[src/shared/flash_seq_pkg.sv]
// Constants and types shared by the flash write sequencer design
package flash_seq_pkg;

  // Register offsets in the control register space
  localparam logic [23:0] ADDR_CTRL_LOW   = 24'h0E0000;
  localparam logic [23:0] ADDR_CTRL_HIGH  = 24'h0E0002;
  localparam logic [23:0] ADDR_SECT_LOW   = 24'h0E0004;
  localparam logic [23:0] ADDR_SECT_HIGH  = 24'h0E0006;
  localparam logic [23:0] ADDR_DATA0_LOW  = 24'h0E0008;
  localparam logic [23:0] ADDR_DATA0_HIGH = 24'h0E000A;
  localparam logic [23:0] ADDR_DATA1_LOW  = 24'h0E000C;
  localparam logic [23:0] ADDR_DATA1_HIGH = 24'h0E000E;
  localparam logic [23:0] ADDR_TGT_LOW    = 24'h0E0010;
  localparam logic [23:0] ADDR_TGT_HIGH   = 24'h0E0012;
  localparam logic [23:0] ADDR_ERR        = 24'h0E0014;

  // Status register bit positions
  localparam int BIT_BANK1_BUSY = 6;
  localparam int BIT_BANK0_BUSY = 5;
  localparam int BIT_LOCK       = 4;

  // Operation register bit positions
  localparam int BIT_WRITE_START = 15;
  localparam int BIT_SUSPEND     = 14;
  localparam int BIT_WORD_PROG   = 13;
  localparam int BIT_DWORD_PROG  = 12;
  localparam int BIT_ERASE       = 11;
  localparam int BIT_PROTECT     = 8;
  localparam int BIT_SPECIAL     = 0;

  // Error register bit positions
  localparam int BIT_ERR_ANY = 0;
  localparam int BIT_ERR_SEQ = 1;

  // Sector select widths
  localparam int BANK0_SECTORS = 10;
  localparam int ALL_SECTORS   = 12;

  // Write-mode address map
  localparam logic [23:0] TEST_SECTOR_TOP = 24'h001FFF;
  localparam logic [23:0] BANK1_BASE      = 24'h060000;
  localparam logic [23:0] FLASH_TOP       = 24'h07FFFF;
  localparam logic [23:0] PROT_LOW        = 24'h0EDFB0;
  localparam logic [23:0] PROT_HIGH       = 24'h0EDFBF;

  // Values after reset and fixed answers
  localparam logic [15:0] RESET_VALUE  = 16'h0000;
  localparam logic [15:0] INVALID_DATA = 16'hFFFF;
  localparam logic [15:0] TRAP_CODE    = 16'h009B;
  localparam logic [31:0] ERASED_WORD  = 32'hFFFFFFFF;
  localparam logic [31:0] PREPROG_WORD = 32'h00000000;

  typedef enum logic [2:0] {OP_NONE, OP_WORD, OP_DWORD, OP_ERASE, OP_PROT} op_kind_type;
  typedef enum logic [1:0] {ARR_READ, ARR_PROG, ARR_PREPROG, ARR_ERASE} arr_cmd_type;

endpackage : flash_seq_pkg

[src/shared/op_if.sv]
// Operation hand-off between register front end and array engine
`timescale 1ns/1ps
`default_nettype none
interface op_if;
  import flash_seq_pkg::*;
  logic        start;
  op_kind_type kind;
  logic [23:0] addr;
  logic [31:0] data0;
  logic [31:0] data1;
  logic [11:0] sectors;
  logic        hold;
  logic        done;

  modport front (output start, kind, addr, data0, data1, sectors, hold, input done);
  modport engine (input start, kind, addr, data0, data1, sectors, hold, output done);
endinterface : op_if
`default_nettype wire

[src/hdl/op_engine.sv]
// Array sequencing engine for program and erase operations
`timescale 1ns/1ps
`default_nettype none
module op_engine
  import flash_seq_pkg::*;
(
  input  wire logic        ref_clk,
  input  wire logic        nrst,
  op_if.engine             op,
  output logic             arr_req,
  output arr_cmd_type      arr_cmd,
  output logic [23:0]      arr_addr,
  output logic [3:0]       arr_sector,
  output logic [31:0]      arr_wdata,
  input  wire logic [31:0] arr_rdata,
  input  wire logic        arr_ack
);

  typedef enum logic [2:0] {S_IDLE, S_READ, S_PROG, S_SCAN, S_PRE, S_ERASE, S_FIN} eng_state_type;

  eng_state_type state_reg, state_next;
  op_kind_type   kind_reg, kind_next;
  logic [23:0]   addr_reg, addr_next;
  logic [31:0]   d0_reg, d0_next, d1_reg, d1_next, old_reg, old_next;
  logic [11:0]   sect_reg, sect_next;
  logic [3:0]    sidx_reg, sidx_next;
  logic          word_reg, word_next;

  always_comb begin
    state_next = state_reg;
    kind_next  = kind_reg;
    addr_next  = addr_reg;
    d0_next    = d0_reg;
    d1_next    = d1_reg;
    old_next   = old_reg;
    sect_next  = sect_reg;
    sidx_next  = sidx_reg;
    word_next  = word_reg;
    case (state_reg)
      S_IDLE: begin
        if (op.start) begin
          kind_next  = op.kind;
          addr_next  = op.addr;
          d0_next    = op.data0;
          d1_next    = op.data1;
          sect_next  = op.sectors;
          sidx_next  = 4'h0;
          word_next  = 1'b0;
          state_next = (op.kind == OP_ERASE) ? S_SCAN : S_READ;
        end
      end
      S_READ: begin
        if (arr_ack) begin
          old_next   = arr_rdata;
          state_next = S_PROG;
        end
      end
      S_PROG: begin
        if (arr_ack) begin
          if (kind_reg == OP_DWORD && !word_reg) begin
            word_next  = 1'b1;
            state_next = S_READ;
          end else begin
            state_next = S_FIN;
          end
        end
      end
      S_SCAN: begin
        if (sidx_reg == 4'(ALL_SECTORS)) begin
          state_next = S_FIN;
        end else if (sect_reg[sidx_reg]) begin
          state_next = S_PRE;
        end else begin
          sidx_next = sidx_reg + 4'h1;
        end
      end
      S_PRE: begin
        if (arr_ack) begin
          state_next = S_ERASE;
        end
      end
      S_ERASE: begin
        if (arr_ack) begin
          sidx_next  = sidx_reg + 4'h1;
          state_next = S_SCAN;
        end
      end
      S_FIN: begin
        state_next = S_IDLE;
      end
      default: begin
        state_next = S_IDLE;
      end
    endcase
  end

  always_ff @(posedge ref_clk or negedge nrst) begin
    if (!nrst) begin
      state_reg <= S_IDLE;
      kind_reg  <= OP_NONE;
      addr_reg  <= 24'h000000;
      d0_reg    <= 32'h00000000;
      d1_reg    <= 32'h00000000;
      old_reg   <= 32'h00000000;
      sect_reg  <= 12'h000;
      sidx_reg  <= 4'h0;
      word_reg  <= 1'b0;
    end else begin
      state_reg <= state_next;
      kind_reg  <= kind_next;
      addr_reg  <= addr_next;
      d0_reg    <= d0_next;
      d1_reg    <= d1_next;
      old_reg   <= old_next;
      sect_reg  <= sect_next;
      sidx_reg  <= sidx_next;
      word_reg  <= word_next;
    end
  end

  assign arr_req = !op.hold && (state_reg == S_READ || state_reg == S_PROG
                               || state_reg == S_PRE || state_reg == S_ERASE);
  assign arr_cmd = (state_reg == S_PROG)  ? ARR_PROG :
                   (state_reg == S_PRE)   ? ARR_PREPROG :
                   (state_reg == S_ERASE) ? ARR_ERASE : ARR_READ;
  assign arr_addr   = {addr_reg[23:3], addr_reg[2] | word_reg, addr_reg[1:0]};
  assign arr_sector = sidx_reg;
  assign arr_wdata  = (state_reg == S_PRE) ? PREPROG_WORD :
                      (old_reg & (word_reg ? d1_reg : d0_reg));
  assign op.done    = (state_reg == S_FIN);

endmodule : op_engine
`default_nettype wire

[src/hdl/flash_write_control_sequencer.sv]
// Register front end and status logic of the flash program/erase controller
`timescale 1ns/1ps
`default_nettype none
module flash_write_control_sequencer
  import flash_seq_pkg::*;
(
  input  wire logic        ref_clk,
  input  wire logic        nrst,
  input  wire logic        reg_rd,
  input  wire logic        reg_wr,
  input  wire logic [23:0] reg_addr,
  input  wire logic [1:0]  reg_be,
  input  wire logic [15:0] reg_wdata,
  output logic [15:0]      reg_rdata,
  output logic             reg_trap,
  input  wire logic [1:0]  bank_rd,
  input  wire logic [1:0]  bank_wr,
  output logic [1:0]       bank_rd_trap,
  output logic [1:0]       bank_wr_allow,
  input  wire logic        bootstrap_mode,
  input  wire logic        test_sector_wr,
  output logic             test_sector_visible,
  output logic             test_write_deny,
  output logic             arr_req,
  output arr_cmd_type      arr_cmd,
  output logic [23:0]      arr_addr,
  output logic [3:0]       arr_sector,
  output logic [31:0]      arr_wdata,
  input  wire logic [31:0] arr_rdata,
  input  wire logic        arr_ack
);

  op_if opi ();

  logic [1:0]  busy_reg, busy_next, opbank_reg, opbank_next;
  logic        lock_reg, lock_next, wms_reg, wms_next, suspend_bit_reg, suspend_bit_next;
  logic        wpg_reg, wpg_next, double_word_program_select_reg, double_word_program_select_next, ser_reg, ser_next;
  logic        spr_reg, spr_next, special_mode_bit_reg, special_mode_bit_next, paused_reg, paused_next;
  logic [11:0] sect_reg, sect_next;
  logic [31:0] data0_reg, data0_next, data1_reg, data1_next;
  logic [23:0] tgt_reg, tgt_next;
  logic [1:0]  fer_reg, fer_next, pend_reg, pend_next;
  op_kind_type kind_reg, kind_next;
  logic        start_reg, start_next;
  logic [15:0] rdata_reg, rdata_next;
  logic        trap_reg, trap_next, tdeny_reg, tdeny_next, tvis_reg;
  logic [1:0]  brd_reg, brd_next;

  logic        wr_hit_high, start_req, seq_err, tgt_in_bank1, tgt_in_test;
  logic [15:0] wr_merged, high_now, high_new;
  op_kind_type new_kind;

  function automatic logic [15:0] merge16(input logic [15:0] old_v, input logic [15:0] new_v,
                                          input logic [1:0] be);
    merge16 = {be[1] ? new_v[15:8] : old_v[15:8], be[0] ? new_v[7:0] : old_v[7:0]};
  endfunction : merge16

  always_comb begin
    high_now = 16'h0000;
    high_now[BIT_WRITE_START] = wms_reg;
    high_now[BIT_SUSPEND]     = suspend_bit_reg;
    high_now[BIT_WORD_PROG]   = wpg_reg;
    high_now[BIT_DWORD_PROG]  = double_word_program_select_reg;
    high_now[BIT_ERASE]       = ser_reg;
    high_now[BIT_PROTECT]     = spr_reg;
    high_now[BIT_SPECIAL]     = special_mode_bit_reg;
  end

  assign wr_merged    = merge16(high_now, reg_wdata, reg_be);
  assign wr_hit_high  = reg_wr && reg_addr == ADDR_CTRL_HIGH;
  assign high_new     = wr_merged;
  assign tgt_in_bank1 = tgt_reg >= BANK1_BASE;
  assign tgt_in_test  = tgt_reg <= TEST_SECTOR_TOP;

  // start refused on error or suspend
  assign start_req = wr_hit_high && !lock_reg && high_new[BIT_WRITE_START] && !wms_reg
                     && !fer_reg[BIT_ERR_ANY] && !suspend_bit_reg && !high_new[BIT_SUSPEND];

  always_comb begin
    if (high_new[BIT_PROTECT]) begin
      new_kind = OP_PROT;
    end else if (high_new[BIT_ERASE]) begin
      new_kind = OP_ERASE;
    end else if (high_new[BIT_DWORD_PROG]) begin
      new_kind = OP_DWORD;
    end else if (high_new[BIT_WORD_PROG]) begin
      new_kind = OP_WORD;
    end else begin
      new_kind = OP_NONE;
    end
    seq_err = 1'b0;
    case (new_kind)
      OP_PROT: seq_err = tgt_reg < PROT_LOW || tgt_reg > PROT_HIGH;
      OP_ERASE: seq_err = !high_new[BIT_SPECIAL] || sect_reg == 12'h000
                          || (|sect_reg[ALL_SECTORS-1:BANK0_SECTORS]
                              && |sect_reg[BANK0_SECTORS-1:0]);
      OP_DWORD: seq_err = !high_new[BIT_SPECIAL] || tgt_reg[2:0] != 3'b000
                          || tgt_in_test || tgt_reg > FLASH_TOP;
      OP_WORD: seq_err = !high_new[BIT_SPECIAL] || tgt_reg[1:0] != 2'b00
                         || tgt_in_test || tgt_reg > FLASH_TOP;
      default: seq_err = !paused_reg;
    endcase
  end

  always_comb begin
    busy_next   = busy_reg;
    opbank_next = opbank_reg;
    lock_next   = lock_reg;
    wms_next    = wms_reg;
    suspend_bit_next   = suspend_bit_reg;
    wpg_next    = wpg_reg;
    double_word_program_select_next   = double_word_program_select_reg;
    ser_next    = ser_reg;
    spr_next    = spr_reg;
    special_mode_bit_next   = special_mode_bit_reg;
    paused_next = paused_reg;
    sect_next   = sect_reg;
    data0_next  = data0_reg;
    data1_next  = data1_reg;
    tgt_next    = tgt_reg;
    fer_next    = fer_reg;
    pend_next   = pend_reg;
    kind_next   = kind_reg;
    start_next  = 1'b0;
    tdeny_next  = 1'b0;
    if (reg_wr && !lock_reg) begin
      case (reg_addr)
        ADDR_CTRL_HIGH: begin
          suspend_bit_next = high_new[BIT_SUSPEND];
          wpg_next  = high_new[BIT_WORD_PROG];
          double_word_program_select_next = high_new[BIT_DWORD_PROG];
          ser_next  = high_new[BIT_ERASE];
          spr_next  = high_new[BIT_PROTECT];
          special_mode_bit_next = high_new[BIT_SPECIAL];
        end
        ADDR_SECT_LOW: sect_next[BANK0_SECTORS-1:0] =
          BANK0_SECTORS'(merge16({6'h00, sect_reg[BANK0_SECTORS-1:0]}, reg_wdata, reg_be));
        ADDR_SECT_HIGH: sect_next[ALL_SECTORS-1:BANK0_SECTORS] =
          2'(merge16({14'h0000, sect_reg[ALL_SECTORS-1:BANK0_SECTORS]}, reg_wdata, reg_be));
        ADDR_DATA0_LOW:  data0_next[15:0]  = merge16(data0_reg[15:0], reg_wdata, reg_be);
        ADDR_DATA0_HIGH: data0_next[31:16] = merge16(data0_reg[31:16], reg_wdata, reg_be);
        ADDR_DATA1_LOW:  data1_next[15:0]  = merge16(data1_reg[15:0], reg_wdata, reg_be);
        ADDR_DATA1_HIGH: data1_next[31:16] = merge16(data1_reg[31:16], reg_wdata, reg_be);
        ADDR_TGT_LOW:    tgt_next[15:0]    = merge16(tgt_reg[15:0], reg_wdata, reg_be);
        ADDR_TGT_HIGH:   tgt_next[23:16]   = 8'(merge16({8'h00, tgt_reg[23:16]}, reg_wdata,
                                                        reg_be));
        ADDR_ERR: fer_next = 2'(merge16({14'h0000, fer_reg}, reg_wdata, reg_be));
        default: ;
      endcase
    end
    if (wr_hit_high && wms_reg && high_new[BIT_SUSPEND]) begin
      suspend_bit_next   = 1'b1;
      paused_next = 1'b1;
      wms_next    = 1'b0;
      lock_next   = 1'b0;
      busy_next   = 2'b00;
    end
    if (start_req) begin
      if (paused_reg) begin
        paused_next = 1'b0;
        wms_next    = 1'b1;
        lock_next   = 1'b1;
        busy_next   = opbank_reg;
      end else if (seq_err) begin
        pend_next[BIT_ERR_ANY] = 1'b1;
        pend_next[BIT_ERR_SEQ] = 1'b1;
        tdeny_next = (new_kind == OP_WORD || new_kind == OP_DWORD) && tgt_in_test;
      end else begin
        wms_next   = 1'b1;
        lock_next  = 1'b1;
        start_next = 1'b1;
        kind_next  = new_kind;
        case (new_kind)
          OP_PROT:  opbank_next = 2'b11;
          OP_ERASE: opbank_next = (|sect_reg[ALL_SECTORS-1:BANK0_SECTORS]) ? 2'b10 : 2'b01;
          default:  opbank_next = tgt_in_bank1 ? 2'b10 : 2'b01;
        endcase
        busy_next = opbank_next;
      end
    end
    if (opi.done) begin
      wms_next    = 1'b0;
      paused_next = 1'b0;
      lock_next   = 1'b0;
      busy_next = 2'b00;
      special_mode_bit_next = 1'b0;
      case (kind_reg)
        OP_WORD:  wpg_next  = 1'b0;
        OP_DWORD: double_word_program_select_next = 1'b0;
        OP_ERASE: begin
          ser_next  = 1'b0;
          sect_next = 12'h000;
        end
        OP_PROT:  spr_next  = 1'b0;
        default: ;
      endcase
    end
    if (busy_reg == 2'b00 && pend_reg != 2'b00) begin
      fer_next  = fer_next | pend_reg;
      pend_next = pend_next & ~pend_reg;
    end
  end

  always_comb begin
    rdata_next = 16'h0000;
    trap_next  = 1'b0;
    if (reg_rd) begin
      if (lock_reg && reg_addr != ADDR_CTRL_LOW) begin
        rdata_next = INVALID_DATA;
        trap_next  = reg_addr >= ADDR_CTRL_LOW && reg_addr <= ADDR_ERR;
      end else begin
        case (reg_addr)
          ADDR_CTRL_LOW: begin
            rdata_next[BIT_BANK1_BUSY] = busy_reg[1];
            rdata_next[BIT_BANK0_BUSY] = busy_reg[0];
            rdata_next[BIT_LOCK]       = lock_reg;
          end
          ADDR_CTRL_HIGH:  rdata_next = high_now;
          ADDR_SECT_LOW:   rdata_next = {6'h00, sect_reg[BANK0_SECTORS-1:0]};
          ADDR_SECT_HIGH:  rdata_next = {14'h0000, sect_reg[ALL_SECTORS-1:BANK0_SECTORS]};
          ADDR_DATA0_LOW:  rdata_next = data0_reg[15:0];
          ADDR_DATA0_HIGH: rdata_next = data0_reg[31:16];
          ADDR_DATA1_LOW:  rdata_next = data1_reg[15:0];
          ADDR_DATA1_HIGH: rdata_next = data1_reg[31:16];
          ADDR_TGT_LOW:    rdata_next = tgt_reg[15:0];
          ADDR_TGT_HIGH:   rdata_next = {8'h00, tgt_reg[23:16]};
          ADDR_ERR:        rdata_next = {14'h0000, fer_reg};
          default:         rdata_next = 16'h0000;
        endcase
      end
    end
    brd_next = bank_rd & busy_reg;
  end

  always_ff @(posedge ref_clk or negedge nrst) begin
    if (!nrst) begin
      busy_reg   <= 2'b00;
      opbank_reg <= 2'b00;
      lock_reg   <= 1'b0;
      wms_reg    <= 1'b0;
      suspend_bit_reg   <= 1'b0;
      wpg_reg    <= 1'b0;
      double_word_program_select_reg   <= 1'b0;
      ser_reg    <= 1'b0;
      spr_reg    <= 1'b0;
      special_mode_bit_reg   <= 1'b0;
      paused_reg <= 1'b0;
      sect_reg   <= 12'h000;
      data0_reg  <= 32'h00000000;
      data1_reg  <= 32'h00000000;
      tgt_reg    <= 24'h000000;
      fer_reg    <= 2'b00;
      pend_reg   <= 2'b00;
      kind_reg   <= OP_NONE;
      start_reg  <= 1'b0;
      rdata_reg  <= RESET_VALUE;
      trap_reg   <= 1'b0;
      tdeny_reg  <= 1'b0;
      tvis_reg   <= 1'b0;
      brd_reg    <= 2'b00;
    end else begin
      busy_reg   <= busy_next;
      opbank_reg <= opbank_next;
      lock_reg   <= lock_next;
      wms_reg    <= wms_next;
      suspend_bit_reg   <= suspend_bit_next;
      wpg_reg    <= wpg_next;
      double_word_program_select_reg   <= double_word_program_select_next;
      ser_reg    <= ser_next;
      spr_reg    <= spr_next;
      special_mode_bit_reg   <= special_mode_bit_next;
      paused_reg <= paused_next;
      sect_reg   <= sect_next;
      data0_reg  <= data0_next;
      data1_reg  <= data1_next;
      tgt_reg    <= tgt_next;
      fer_reg    <= fer_next;
      pend_reg   <= pend_next;
      kind_reg   <= kind_next;
      start_reg  <= start_next;
      rdata_reg  <= rdata_next;
      trap_reg   <= trap_next;
      tdeny_reg  <= tdeny_next;
      tvis_reg   <= bootstrap_mode;
      brd_reg    <= brd_next;
    end
  end

  assign opi.start   = start_reg;
  assign opi.kind    = kind_reg;
  assign opi.addr    = tgt_reg;
  assign opi.data0   = data0_reg;
  assign opi.data1   = data1_reg;
  assign opi.sectors = sect_reg;
  assign opi.hold    = paused_reg;

  op_engine u_engine (
    .ref_clk    (ref_clk),
    .nrst       (nrst),
    .op         (opi.engine),
    .arr_req    (arr_req),
    .arr_cmd    (arr_cmd),
    .arr_addr   (arr_addr),
    .arr_sector (arr_sector),
    .arr_wdata  (arr_wdata),
    .arr_rdata  (arr_rdata),
    .arr_ack    (arr_ack)
  );

  assign reg_rdata           = rdata_reg;
  assign reg_trap            = trap_reg;
  assign bank_rd_trap        = brd_reg;
  // busy banks, and the test sector outside bootstrap mode, refuse writes
  assign bank_wr_allow       = bank_wr & ~busy_reg & {1'b1, !(test_sector_wr && !bootstrap_mode)};
  assign test_sector_visible = tvis_reg;
  assign test_write_deny     = tdeny_reg | (test_sector_wr && bank_wr[0] && !bootstrap_mode);

endmodule : flash_write_control_sequencer
`default_nettype wire

[config.mk]
export PLATFORM = sky130hd
export DESIGN_NAME = flash_write_control_sequencer
export DESIGN_NICKNAME = d
export VERILOG_FILES = /design/src/shared/flash_seq_pkg.sv /design/src/shared/op_if.sv /design/src/hdl/op_engine.sv /design/src/hdl/flash_write_control_sequencer.sv
export SDC_FILE = /design/constraint.sdc
export NUM_CORES = 1
export LEC_CHECK = 0
export ABC_AREA = 0
export CAP_MARGIN = 15
export CORE_MARGIN = 3
export CORE_UTILIZATION = 55
export CTS_CLUSTER_SIZE = 20
export DETAILED_ROUTE_END_ITERATION = 10
export DONT_BUFFER_PORTS = 1
export PLACE_DENSITY = 0.67
export SLEW_MARGIN = 20
export SYNTH_ARGS = -nofsm -noshare
export SYNTH_HDL_FRONTEND = slang
export SYNTH_SLANG_ARGS = --single-unit
[constraint.sdc]
create_clock -name ref_clk -period 2.65 [get_ports ref_clk]
set_clock_uncertainty 0.05 [all_clocks]
set_input_delay 0.1325 -clock ref_clk [delete_from_list [all_inputs] [get_ports ref_clk]]
set_output_delay 0.1325 -clock ref_clk [all_outputs]
set_load 0.01 [all_outputs]
# After elaboration in Yosys (flattened, before gate mapping)
# Index checks and enable logic that the tools add are counted.
[op_classes] addsub=1 n_reduce_logical=76 mux=106 magnitude_cmp=8 n_eq_ne=37 n_bitwise=12
[op_table] operator="24-bit by 20-bit equality test with 1-bit output, second input constant" count=11
[op_table] operator="9-bit case mux with 8 select lines" count=1
[op_table] operator="32-bit two-way mux" count=2
[op_table] operator="1-bit two-way mux" count=50
[op_table] operator="2-bit two-way mux" count=24
[op_table] operator="4-bit case mux with 10 select lines" count=1
[op_table] operator="12-bit two-way mux" count=3
[op_table] operator="3-bit AND reduction" count=12
[op_table] operator="32-bit bitwise AND" count=1
[op_table] operator="16-bit two-way mux" count=2
[op_table] operator="3-bit two-way mux" count=9
[op_table] operator="24-bit by 19-bit greater-or-equal comparator with 1-bit output, second input constant" count=1
[op_table] operator="24-bit by 20-bit greater-or-equal comparator with 1-bit output, second input constant" count=1
[op_table] operator="24-bit by 19-bit > comparator with 1-bit output, second input constant" count=1
[op_table] operator="24-bit by 20-bit > comparator with 1-bit output, second input constant" count=1
[op_table] operator="24-bit by 13-bit <= comparator with 1-bit output, second input constant" count=1
[op_table] operator="24-bit by 20-bit <= comparator with 1-bit output, second input constant" count=1
[op_table] operator="24-bit by 20-bit < comparator with 1-bit output, second input constant" count=1
[op_table] operator="24-bit by 20-bit inequality test with 1-bit output, second input constant" count=1
[op_table] operator="3-bit case mux with 8 select lines" count=1
[op_table] operator="3-bit by 2-bit equality test with 1-bit output, second input constant" count=7
[op_table] operator="1-bit logical AND" count=20
[op_table] operator="3-bit case mux with 6 select lines" count=1
[op_table] operator="4-bit two-way mux" count=4
[op_table] operator="other kinds (33)" count=83
[totals] output_inout_bits=86 register_bits=285 inputBits=85 word_cells=281

# Longest topological paths before layout
# Gate-level depths: netlist (run 1).
[depth] word_depth=12 depth_mapped=9 mapped_depth_nobuf=8

# Hierarchy
# From an unflattened synthesis (run 1), not the netlist that was laid out.
[unflattened] hier_cells=1068 hier_area_um2=13528.0
[modules_own_cells] mod="flash_write_control_sequencer" seq_area_each_um2=3553.4 instances=1 area_per_inst_um2=6994.2 cells_per_inst=597
[modules_own_cells] mod="op_engine" seq_area_each_um2=3578.4 instances=1 area_per_inst_um2=6533.8 cells_per_inst=471

# Worst setup path after synthesis (run 1)
# OpenSTA, ideal clock, no wires.
[synth_path] path_kind="register -> register" startpoint="register sect_reg[0] (netlist: opi.sectors[0])" endpoint="register opbank_reg[1]" synth_period_minus_slack_ns=2.334 setup_time_ns=0.125 path_stages_with_launch=7 arrival_time_ns=2.159 slack_ns=0.316 required_time_ns=2.475 path_buffers=0 cell_sequence="dfrtp_1 -> or4_4 -> or4_4 -> a21oi_2 -> o22a_4 -> nand3b_4 -> mux2_4"
[synth_via] elab_chain_cells=6 word_cells_on_any_way=8 classes_between="1 x mux; 1 x bitwise; 6 x reduce/logical"
[synth_rtl] element="start, declared" line="flash_write_control_sequencer.sv:39" source="logic [11:0] sect_reg, sect_next;"
[synth_rtl] element="start signal, assigned" line="flash_write_control_sequencer.sv:273" source="sect_reg <= sect_next;"
[synth_rtl] element="12-bit zero test / 10-bit OR reduction (equally long branches)" line="flash_write_control_sequencer.sv:94, flash_write_control_sequencer.sv:96"
[synth_rtl] element="1-bit logical OR / 1-bit logical AND (equally long branches)" line="flash_write_control_sequencer.sv:94, flash_write_control_sequencer.sv:96"
[synth_rtl] element="1-bit logical OR (*)" line="flash_write_control_sequencer.sv:95" source="|| (|sect_reg[ALL_SECTORS-1:BANK0_SECTORS]"
[synth_rtl] element="1-bit case mux with 4 select lines (*)" line="flash_write_control_sequencer.sv:92" source="case (new_kind)"
[synth_rtl] element="1-bit inverter (no line) (*)"
[synth_rtl] element="3-bit AND reduction (no line) (*)"
[synth_rtl] element="end signal, assigned" line="flash_write_control_sequencer.sv:263" source="opbank_reg <= opbank_next;"
[synth_rtl] element="end, declared" line="flash_write_control_sequencer.sv:35" source="logic [1:0] busy_reg, busy_next, opbank_reg, opbank_next;"
# Every way passes the cells marked *; elsewhere a longest branch is shown, timed or not.
# A chain may end at the register's enable or synchronous reset.

# Worst setup path in the final report (run 1)
# Same ends and word-level chain as after synthesis.

==> out/results.tsv, run 1 <==
metric	value	unit
dp.cells	1344	
ctsResizeCount	0	
r2r_slack	0.13	ns
hold_viol	285	
final_layout_size_suffix_gt1_frac	0.3330	
portBuffers	0	
yosysSeqAreaShare	0.5308	
root_buffer	clkbuf_16	
ant_nets	0	
rows	56	
preCtsSetupSlack	0.1540	ns
violations	hold timing	
yosysTopAreaCell	dfrtp_1	
period_share	0.9498	
r2r_start	opi.sectors[0]$_DFF_PN0_	
slew_viol_final	0	
hold_path_class	input port to async pin	
fmax	397.3	MHz
syn_area_per_cell	12.56	µm²
critical_path_class	flip-flop to flip-flop	
power_density	578.2	mW/mm²
start_util	0.5657	
cts.htree.levels	1	
crit_end	opbank_reg[1]$_DFFE_PN0P_	
worst_slack	0.1330	ns
wl_met2	16.97	mm
cp-startpoint	opi.sectors[0]$_DFF_PN0_	
cts_sinks	285	
wl_per_cell	24.22	µm
nets	1213	
cp_slowest_stage_delay	0.55	ns
slowest_stage	or4_4	
crit_cells	6	
ys_ff_latch	285	
top_layer	met4	
reg2reg_to	opbank_reg[1]$_DFFE_PN0P_	
crit_chain	or4_4 -> or4_4 -> a21oi_2 -> o22a_4 -> nand3b_4 -> mux2_4	
vias	9070	
die_y	162.3	µm
synthTopCellsByArea	dfrtp_1 53%, mux2_2 22%, and3_1 2.0%, mux2i_1 1.6%, o21ai_0 1.5%	
path_buf_inv	0	
drv_cap	0	
tightest_slew	0.7106	ns
setup_viol	0	
cts_tree	yes	
r2r_cells	6	
hpwl	23.38	mm
routed-wl-met3	2.589	mm
final_cell_count_no_fill	1468	
syn-cell-area	0.01344	mm²
grt_pass1_wl	55.43	mm
yosysTopAreaCellShare	0.5308	
core_area	0.02375	mm²
via_per_inst	6.178	
synthTopCellsByCount	285 x dfrtp_1, 265 x mux2_2, 47 x nand2_1	
crit_top_cell	or4_4	
synth.distinct_cells	72	
async_flop_share	1.000	
tns	0	ns
yosysWarnings	0	
status	finished, violations left	
track_usage	0.2708	
gp_congestion	0.9270	
clkLatencyLatePin	0.56	ns
critPathLaunchType	flip-flop	
drt_iter0_markers	1005	
n_fill_cell	1807	
drc	0	
grt_max_degree	286	
rsz0062_at_grt	false	
ctsLongestPathBuffers	3	
grt_overflow_total	0	
worstPathArrival	2.91	ns
relSlewSlack	0.5219	
synthToLayoutAreaGrowth	15.12	%
synth_enable_flop_cells	0	
die_area	0.02634	mm²
cp.required	3.04	ns
wirelength_met1	14.67	mm
grt_antenna_before_repair	1	
ir_worst_vdd	547.0	µV
io_pins	171	
fin_hold_ws	-0.7696	ns
cp_top_family	simple AND/OR/NAND/NOR gates	
cts_made_buffers	31	
drtPass1Iterations	6	
min_period	2.517	ns
p_leak	7.465	nW
synth.most_common_cell	dfrtp_1	
worstPathMaxFanout	5	
drt-total-wl	35.55	mm
power	8.943	mW
synthCells	1070	
critPathCaptureType	flip-flop	
clk_pin_slew	0.05	ns
die_w	162.3	µm
synth_ff_type	dfrtp_1	
grt_pass1_vias	9346	
synth_nets	1157	
[cell usage in the layout (no fill, tap or decap), types with 7 or more instances in the layout]
master	count
a211oi_1	8
a21oi_1	22
a222oi_1	7
a22o_1	8
and2_1	8
and3_1	43
buf_4	35
clkbuf_1	8
clkbuf_16	31
dfrtp_1	285
dlygate4sd3_1	68
inv_1	11
mux2_2	265
mux2i_1	21
nand2_1	47
nand3_1	30
nand4_1	15
nor2_1	37
nor2b_1	9
nor4_1	12
o21ai_0	40
[power breakdown]
group	internal [mW]	switching [mW]
Clock	2.66	1.70
Sequential	4.35	0.000723
Combinational	0.103	0.119
[worst reg2reg max path, cell delays in order (launching register included)]
cell and delay, ns:
dfrtp_1 0.42, or4_4 0.55, or4_4 0.49, a21oi_2 0.23
o22a_4 0.21, nand3b_4 0.14, mux2_4 0.32
[metrics by stage]
| stage | area [µm²] | hold WS, ns | util |
|---|---|---|---|
| final | 15470 | -0.7696 | 0.6512 |
| after global routing | 15470 | -0.7912 | 0.6511 |
| after CTS | 15450 | -0.7932 | 0.6506 |
| after detailed placement | 13750 | -0.2038 | 0.5791 |
| after global placement | 13750 | -0.2028 | 0.5791 |
| after floorplan | 13440 | -0.2131 | - |
[per-layer routing]
| metal | GRT usage | vias up |
|---|---|---|
| met3 | 0.06044 | 82 |
| met2 | 0.4370 | 351 |
| met4 | 0.09539 | 0 |
| li1 | - | 4052 |
| met5 | 0 | - |
| met1 | 0.3640 | 4585 |
[worst min path at each step]
stage	end
final	bank_rd_trap[1]$_DFF_PN0_
after global placement	bank_rd_trap[1]$_DFF_PN0_
after floorplan	async pin
after global routing	bank_rd_trap[1]$_DFF_PN0_
after CTS	u_engine.addr_reg[16]$_DFFE_PN0P_
after detailed placement	u_engine.addr_reg[2]$_DFFE_PN0P_
[area by class of cell]
class,count,area [µm²],area share
Sequential cell,285,7132,0.4611
Multi-Input combinational cell,692,5879,0.3801
Timing Repair Buffer,105,983.4,0.06358
Clock buffer,44,874.6,0.05654
Tap cell,319,399.1,0.02580
Clock inverter,10,153.9,0.009949
Inverter,11,41.29,0.002669
Antenna cell,2,5.005,0.0003235
[kinds of logic after synthesis]
group           share of synthesized area
buf+inv                           0.03380
flops                              0.5308
simple gates                       0.1103
xor+xnor                         0.001304
fa+ha+maj                        0.001862
compound gates                    0.06966
mux                                0.2523
[what timing repair did]
item,4_1_cts,5_1_grt
endpoints found under the hold margin,461,286
setup buffers,0,0
hold buffers,67,1
No activity file was read; power rests on OpenSTA's default activity.
==> inputs of run 2 (changes only) <==
PLACE_DENSITY = 0.8   (was 0.67)
==> run 2 against run 1 <==
The run still ends with hold timing left. Worst hold slack barely moved. Sequential share of layout area up 0.28 points. Routed wire length down 1.3%. Clock-buffer cell count grew 6. Via count grew 0.85%. Fmax fell by 0.46%.
==> out/results.tsv, run 2 (same netlist as run 1, synthesis figures left out) <==
metric	value	unit
violations	hold timing	
grt_util_met2	0.4366	
start_util	0.5657	
root_buffer	clkbuf_16	
grt_pass1_wl	54.60	mm
core_area	0.02375	mm²
clkLatencyLatePin	0.55	ns
grt_max_degree	286	
nets	1212	
rows	56	
die_area	0.02634	mm²
period_share	0.9542	
power_density	555.6	mW/mm²
via_per_inst	6.235	
p_int	6.747	mW
status	finished, violations left	
final_area	0.01537	mm²
setup_viol	0	
final_cell_mix	285 x dfrtp_1, 265 x mux2_2, 66 x dlygate4sd3_1	
hold_path_class	input port to async pin	
cts_tree	yes	
critPathCaptureType	output pin	
track_usage	0.2643	
layout_commonest_cell	dfrtp_1	
busiest_layer	met2	
ir_worst_vdd	478.8	µV
dp.cells	1346	
cp.required	2.47	ns
ctsResizeCount	0	
tightest_slew	0.6678	ns
cts.htree.levels	1	
slew_viol_final	0	
critPathLaunchType	flip-flop	
drt_iter0_markers	894	
worstPathMaxFanout	32	
tns	0	ns
worstPathArrival	2.35	ns
wl_per_cell	23.93	µm
cts_made_buffers	30	
pwr-share-clk	0.464	
placed_cell_area	0.01378	mm²
drc	0	
final_layout_size_suffix_gt1_frac	0.3310	
grt_overflow_total	0	
portBuffers	0	
grt_pass1_vias	9627	
pwr-share-comb	0.026	
synthToLayoutAreaGrowth	14.42	%
die_w	162.3	µm
hpwl	23.62	mm
postCtsHoldBufs	66	
fmax	395.5	MHz
rsz0062_at_grt	false	
hold_viol	285	
clk_pin_slew	0.07	ns
drv_cap	0	
switchingPower	1.795	mW
io_pins	171	
vias	9147	
met1_usage	0.3402	
antennaDiodeCount	0	
grt_use_met3	0.06988	
critical_path_class	flip-flop to output pin	
gp_congestion	0.9912	
p_leak	7.419	nW
swShare	0.2102	
drt-total-wl	35.10	mm
seqPwrFrac	0.510	
ctsLongestPathBuffers	3	
drtPass1Iterations	5	
fin_hold_ws	-0.7692	ns
cts_sinks	285	
min_period	2.529	ns
die_y	162.3	µm
relSlewSlack	0.5548	
grt_antenna_before_repair	1	
post_cts_buffers	0	
final_cell_count_no_fill	1467	
ant_nets	0	
==> run 2: cell types whose count changed in the layout (fill, tap and decap cells not counted) <==
cell | before | now
clkbuf_1 | 8 | 13
clkbuf_16 | 31 | 30
clkinv_2 | 5 | 4
buf_12 | 2 | 3
clkinv_8 | 0 | 1
diode_2 | 2 | 0
inv_6 | 1 | 0
buf_4 | 35 | 36
clkbuf_8 | 5 | 7
dlygate4sd3_1 | 68 | 66
bufinv_16 | 4 | 0
==> run 2: per-stage QoR <==
step,worst slack [ns],util,total power [mW],hold slack (ns)
floorplan,0.3156,-,4.529,-0.2131
global placement,0.2114,0.5802,4.532,-0.2041
detailed placement,0.1750,0.5802,4.531,-0.2011
CTS,0.1383,0.6473,8.603,-0.7846
global route,0.01179,0.6473,8.788,-0.7864
finish,0.1214,0.6473,8.542,-0.7692
==> run 2: final timing paths <==
check	start	to	slack [ns]	cells after the start
min reg2reg	pend_reg[0]$_DFF_PN0_	pend_reg[0]$_DFF_PN0_	0.43	1
min in group ref_clk	reg_addr[1]	reg_rdata[5]$_DFF_PN0_	0.01	3
max reg2reg	opi.sectors[0]$_DFF_PN0_	opbank_reg[1]$_DFFE_PN0P_	0.17	6
max	u_engine.state_reg[2]$_DFFE_PN0P_	arr_wdata[1]	0.12	4
max in group asynchronous	nrst	opi.addr[1]$_DFFE_PN0P_	2.76	0
min	nrst	u_engine.addr_reg[1]$_DFFE_PN0P_	-0.77	0
==> run 2: metal layers <==
layer / share of wire / up-vias
met5: 0 / -
met1: 0.40 / 4641
met2: 0.48 / 381
met3: 0.082 / 82
met4: 0.035 / 0
li1: - / 4043
==> run 2: cell type report <==
| type | instances | area (µm²) |
|---|---|---|
| Timing Repair Buffer | 105 | 991.0 |
| Clock inverter | 5 | 36.28 |
| Inverter | 11 | 41.29 |
| Tap cell | 319 | 399.1 |
| Sequential cell | 285 | 7132 |
| Multi-Input combinational cell | 692 | 5879 |
| Clock buffer | 50 | 895.9 |
| Fill cell | 1773 | 8378 |
==> run 2: critical path: stages (launching register included) <==
cell and delay, ns:
dfrtp_1 0.60, nor2b_1 0.55, nand2_1 0.11, buf_4 0.24, and3_1 0.25
==> run 2: power groups by stage <==
stage	clock network, mW	logic, mW	registers (mW)
floorplan	0	0.0954	4.43
global placement	0	0.0995	4.43
detailed placement	0	0.0985	4.43
CTS	4.03	0.218	4.35
global route	4.20	0.236	4.35
finish	3.97	0.222	4.35
==> inputs of run 3 (changes only) <==
PLACE_DENSITY = 0.69   (was 0.8)
==> run 3 against run 2 <==
The run still ends with hold timing left. Worst hold slack improved by 0.0032 ns. Design area increased by 0.73%. First-iteration DRC count decreased by 6.0%. Routed wire length increased by 0.94%. Fmax increased by 0.48%. Register-to-register slack got worse by 0.04 ns. Critical endpoint is now kind_reg[2]$_DFFE_PN0P_. Largest power group unchanged.
==> out/results.tsv, run 3 (same netlist as run 1, synthesis figures left out) <==
metric	value	unit
ir_worst_vdd	483.8	µV
drtPass1Iterations	6	
portBuffers	0	
wl_per_cell	24.12	µm
postCtsHoldBufs	67	
root_buffer	clkbuf_16	
io_pins	171	
worstPathMaxFanout	5	
hold_viol	285	
preCtsSetupSlack	0.1524	ns
multi_input_area	0.005879	mm²
ctsLongestPathBuffers	3	
cts.htree.levels	1	
min_period	2.517	ns
tns	0	ns
synthToLayoutAreaGrowth	15.26	%
regArea	0.007132	mm²
die_area	0.02634	mm²
vias	9147	
die_y	162.3	µm
die_w	162.3	µm
cts_sinks	285	
p_leak	7.471	nW
cts_tree	yes	
clk_pin_slew	0.06	ns
grt_pass1_wl	55.30	mm
p_int	7.113	mW
final_layout_size_suffix_gt1_frac	0.3351	
critPathLaunchType	flip-flop	
track_usage	0.2696	
fmax	397.4	MHz
cts_made_buffers	30	
drt-total-wl	35.43	mm
core_area	0.02375	mm²
power_density	574.0	mW/mm²
placed_cell_area	0.01379	mm²
cp.required	3.03	ns
clkLatencyLatePin	0.54	ns
seqPwrFrac	0.490	
drc	0	
relSlewSlack	0.5265	
critical_path_class	flip-flop to flip-flop	
final_cell_mix	285 x dfrtp_1, 265 x mux2_2, 67 x dlygate4sd3_1	
worst_slack	0.1334	ns
hold_path_class	input port to async pin	
pwr-share-clk	0.486	
critPathCaptureType	flip-flop	
swShare	0.1999	
drt_iter0_markers	840	
start_util	0.5657	
tightest_slew	0.7102	ns
fin_hold_ws	-0.7659	ns
via_per_inst	6.227	
rsz0062_at_grt	false	
n_fill_cell	1783	
final_area	0.01549	mm²
violations	hold timing	
setup_viol	0	
gp_congestion	0.9296	
layout_commonest_cell	dfrtp_1	
drv_cap	0	
pwr-share-comb	0.025	
period_share	0.9497	
nets	1214	
grt_pass1_vias	9349	
status	finished, violations left	
grt_overflow_total	0	
grt_antenna_before_repair	1	
slew_viol_final	0	
switchingPower	1.777	mW
hpwl	23.61	mm
ant_nets	0	
worstPathArrival	2.90	ns
grt_max_degree	286	
rows	56	
[run 3: changes by cell type in the layout (fill, tap and decap cells not counted), sizes merged]
cell         delta
diode           +1
clkinv          +1
bufinv          +4
buf             +1
clkbuf          -6
dlygate4sd3     +1
[run 3: what timing repair did]
item	CTS	global route
setup endpoints to repair	0	0
gates resized for setup	0	0
endpoints found under the hold margin	453	285
setup buffers	0	0
[run 3: critical path, cell delays in order, from the launching register on]
cell and delay [ns]:
dfrtp_1 0.41, or4_4 0.55, or4_4 0.49, a21oi_2 0.24, o22a_4 0.22, nand3b_4 0.14, mux2_4 0.32
[run 3: worst paths after layout]
check | startpoint | end | slack [ns] | cells past startpoint
max | opi.sectors[0]$_DFF_PN0_ | kind_reg[2]$_DFFE_PN0P_ | 0.13 | 6
min | nrst | bank_rd_trap[1]$_DFF_PN0_ | -0.77 | 0
max reg2reg | opi.sectors[0]$_DFF_PN0_ | kind_reg[2]$_DFFE_PN0P_ | 0.13 | 6
min reg2reg | u_engine.old_reg[13]$_DFFE_PN0P_ | u_engine.old_reg[13]$_DFFE_PN0P_ | 0.45 | 1
max in group asynchronous | nrst | opi.addr[15]$_DFFE_PN0P_ | 2.71 | 0
min in group ref_clk | reg_wdata[11] | tdeny_reg$_DFF_PN0_ | 0.02 | 4
[run 3: cell type report]
| class | instances | area share |
|---|---|---|
| diodes | 1 | 0.0001616 |
| repair buffers | 107 | 0.06512 |
| clock buffers | 44 | 0.05647 |
| well taps | 319 | 0.02577 |
| clock inverters | 10 | 0.009695 |
| multi-input cells | 692 | 0.3796 |
| inverters | 11 | 0.002666 |
| flip-flops and latches | 285 | 0.4605 |
[run 3: power by group through the flow]
| stage | logic (mW) | registers (mW) | clock network [mW] |
|---|---|---|---|
| finish | 0.219 | 4.35 | 4.32 |
| global route | 0.231 | 4.35 | 4.58 |
| CTS | 0.215 | 4.35 | 4.41 |
| detailed placement | 0.0970 | 4.43 | 0 |
| global placement | 0.0970 | 4.43 | 0 |
| floorplan | 0.0954 | 4.43 | 0 |
[run 3: routing by layer]
metal	up-vias	share of wire	track usage
li1	4054	-	-
met1	4670	0.42	0.3641
met2	341	0.48	0.4374
met3	82	0.069	0.05789
met4	0	0.040	0.08957
met5	-	0	0
[run 3: stage by stage]
step	total power, mW	hold WS (ns)	utilization	cells
after floorplan	4.529	-0.2131	-	1070
after global placement	4.530	-0.2007	0.5805	1347
after detailed placement	4.530	-0.2014	0.5805	1347
after CTS	8.975	-0.7791	0.6519	1468
after global routing	9.162	-0.7885	0.6520	1469
final	8.890	-0.7659	0.6520	1469
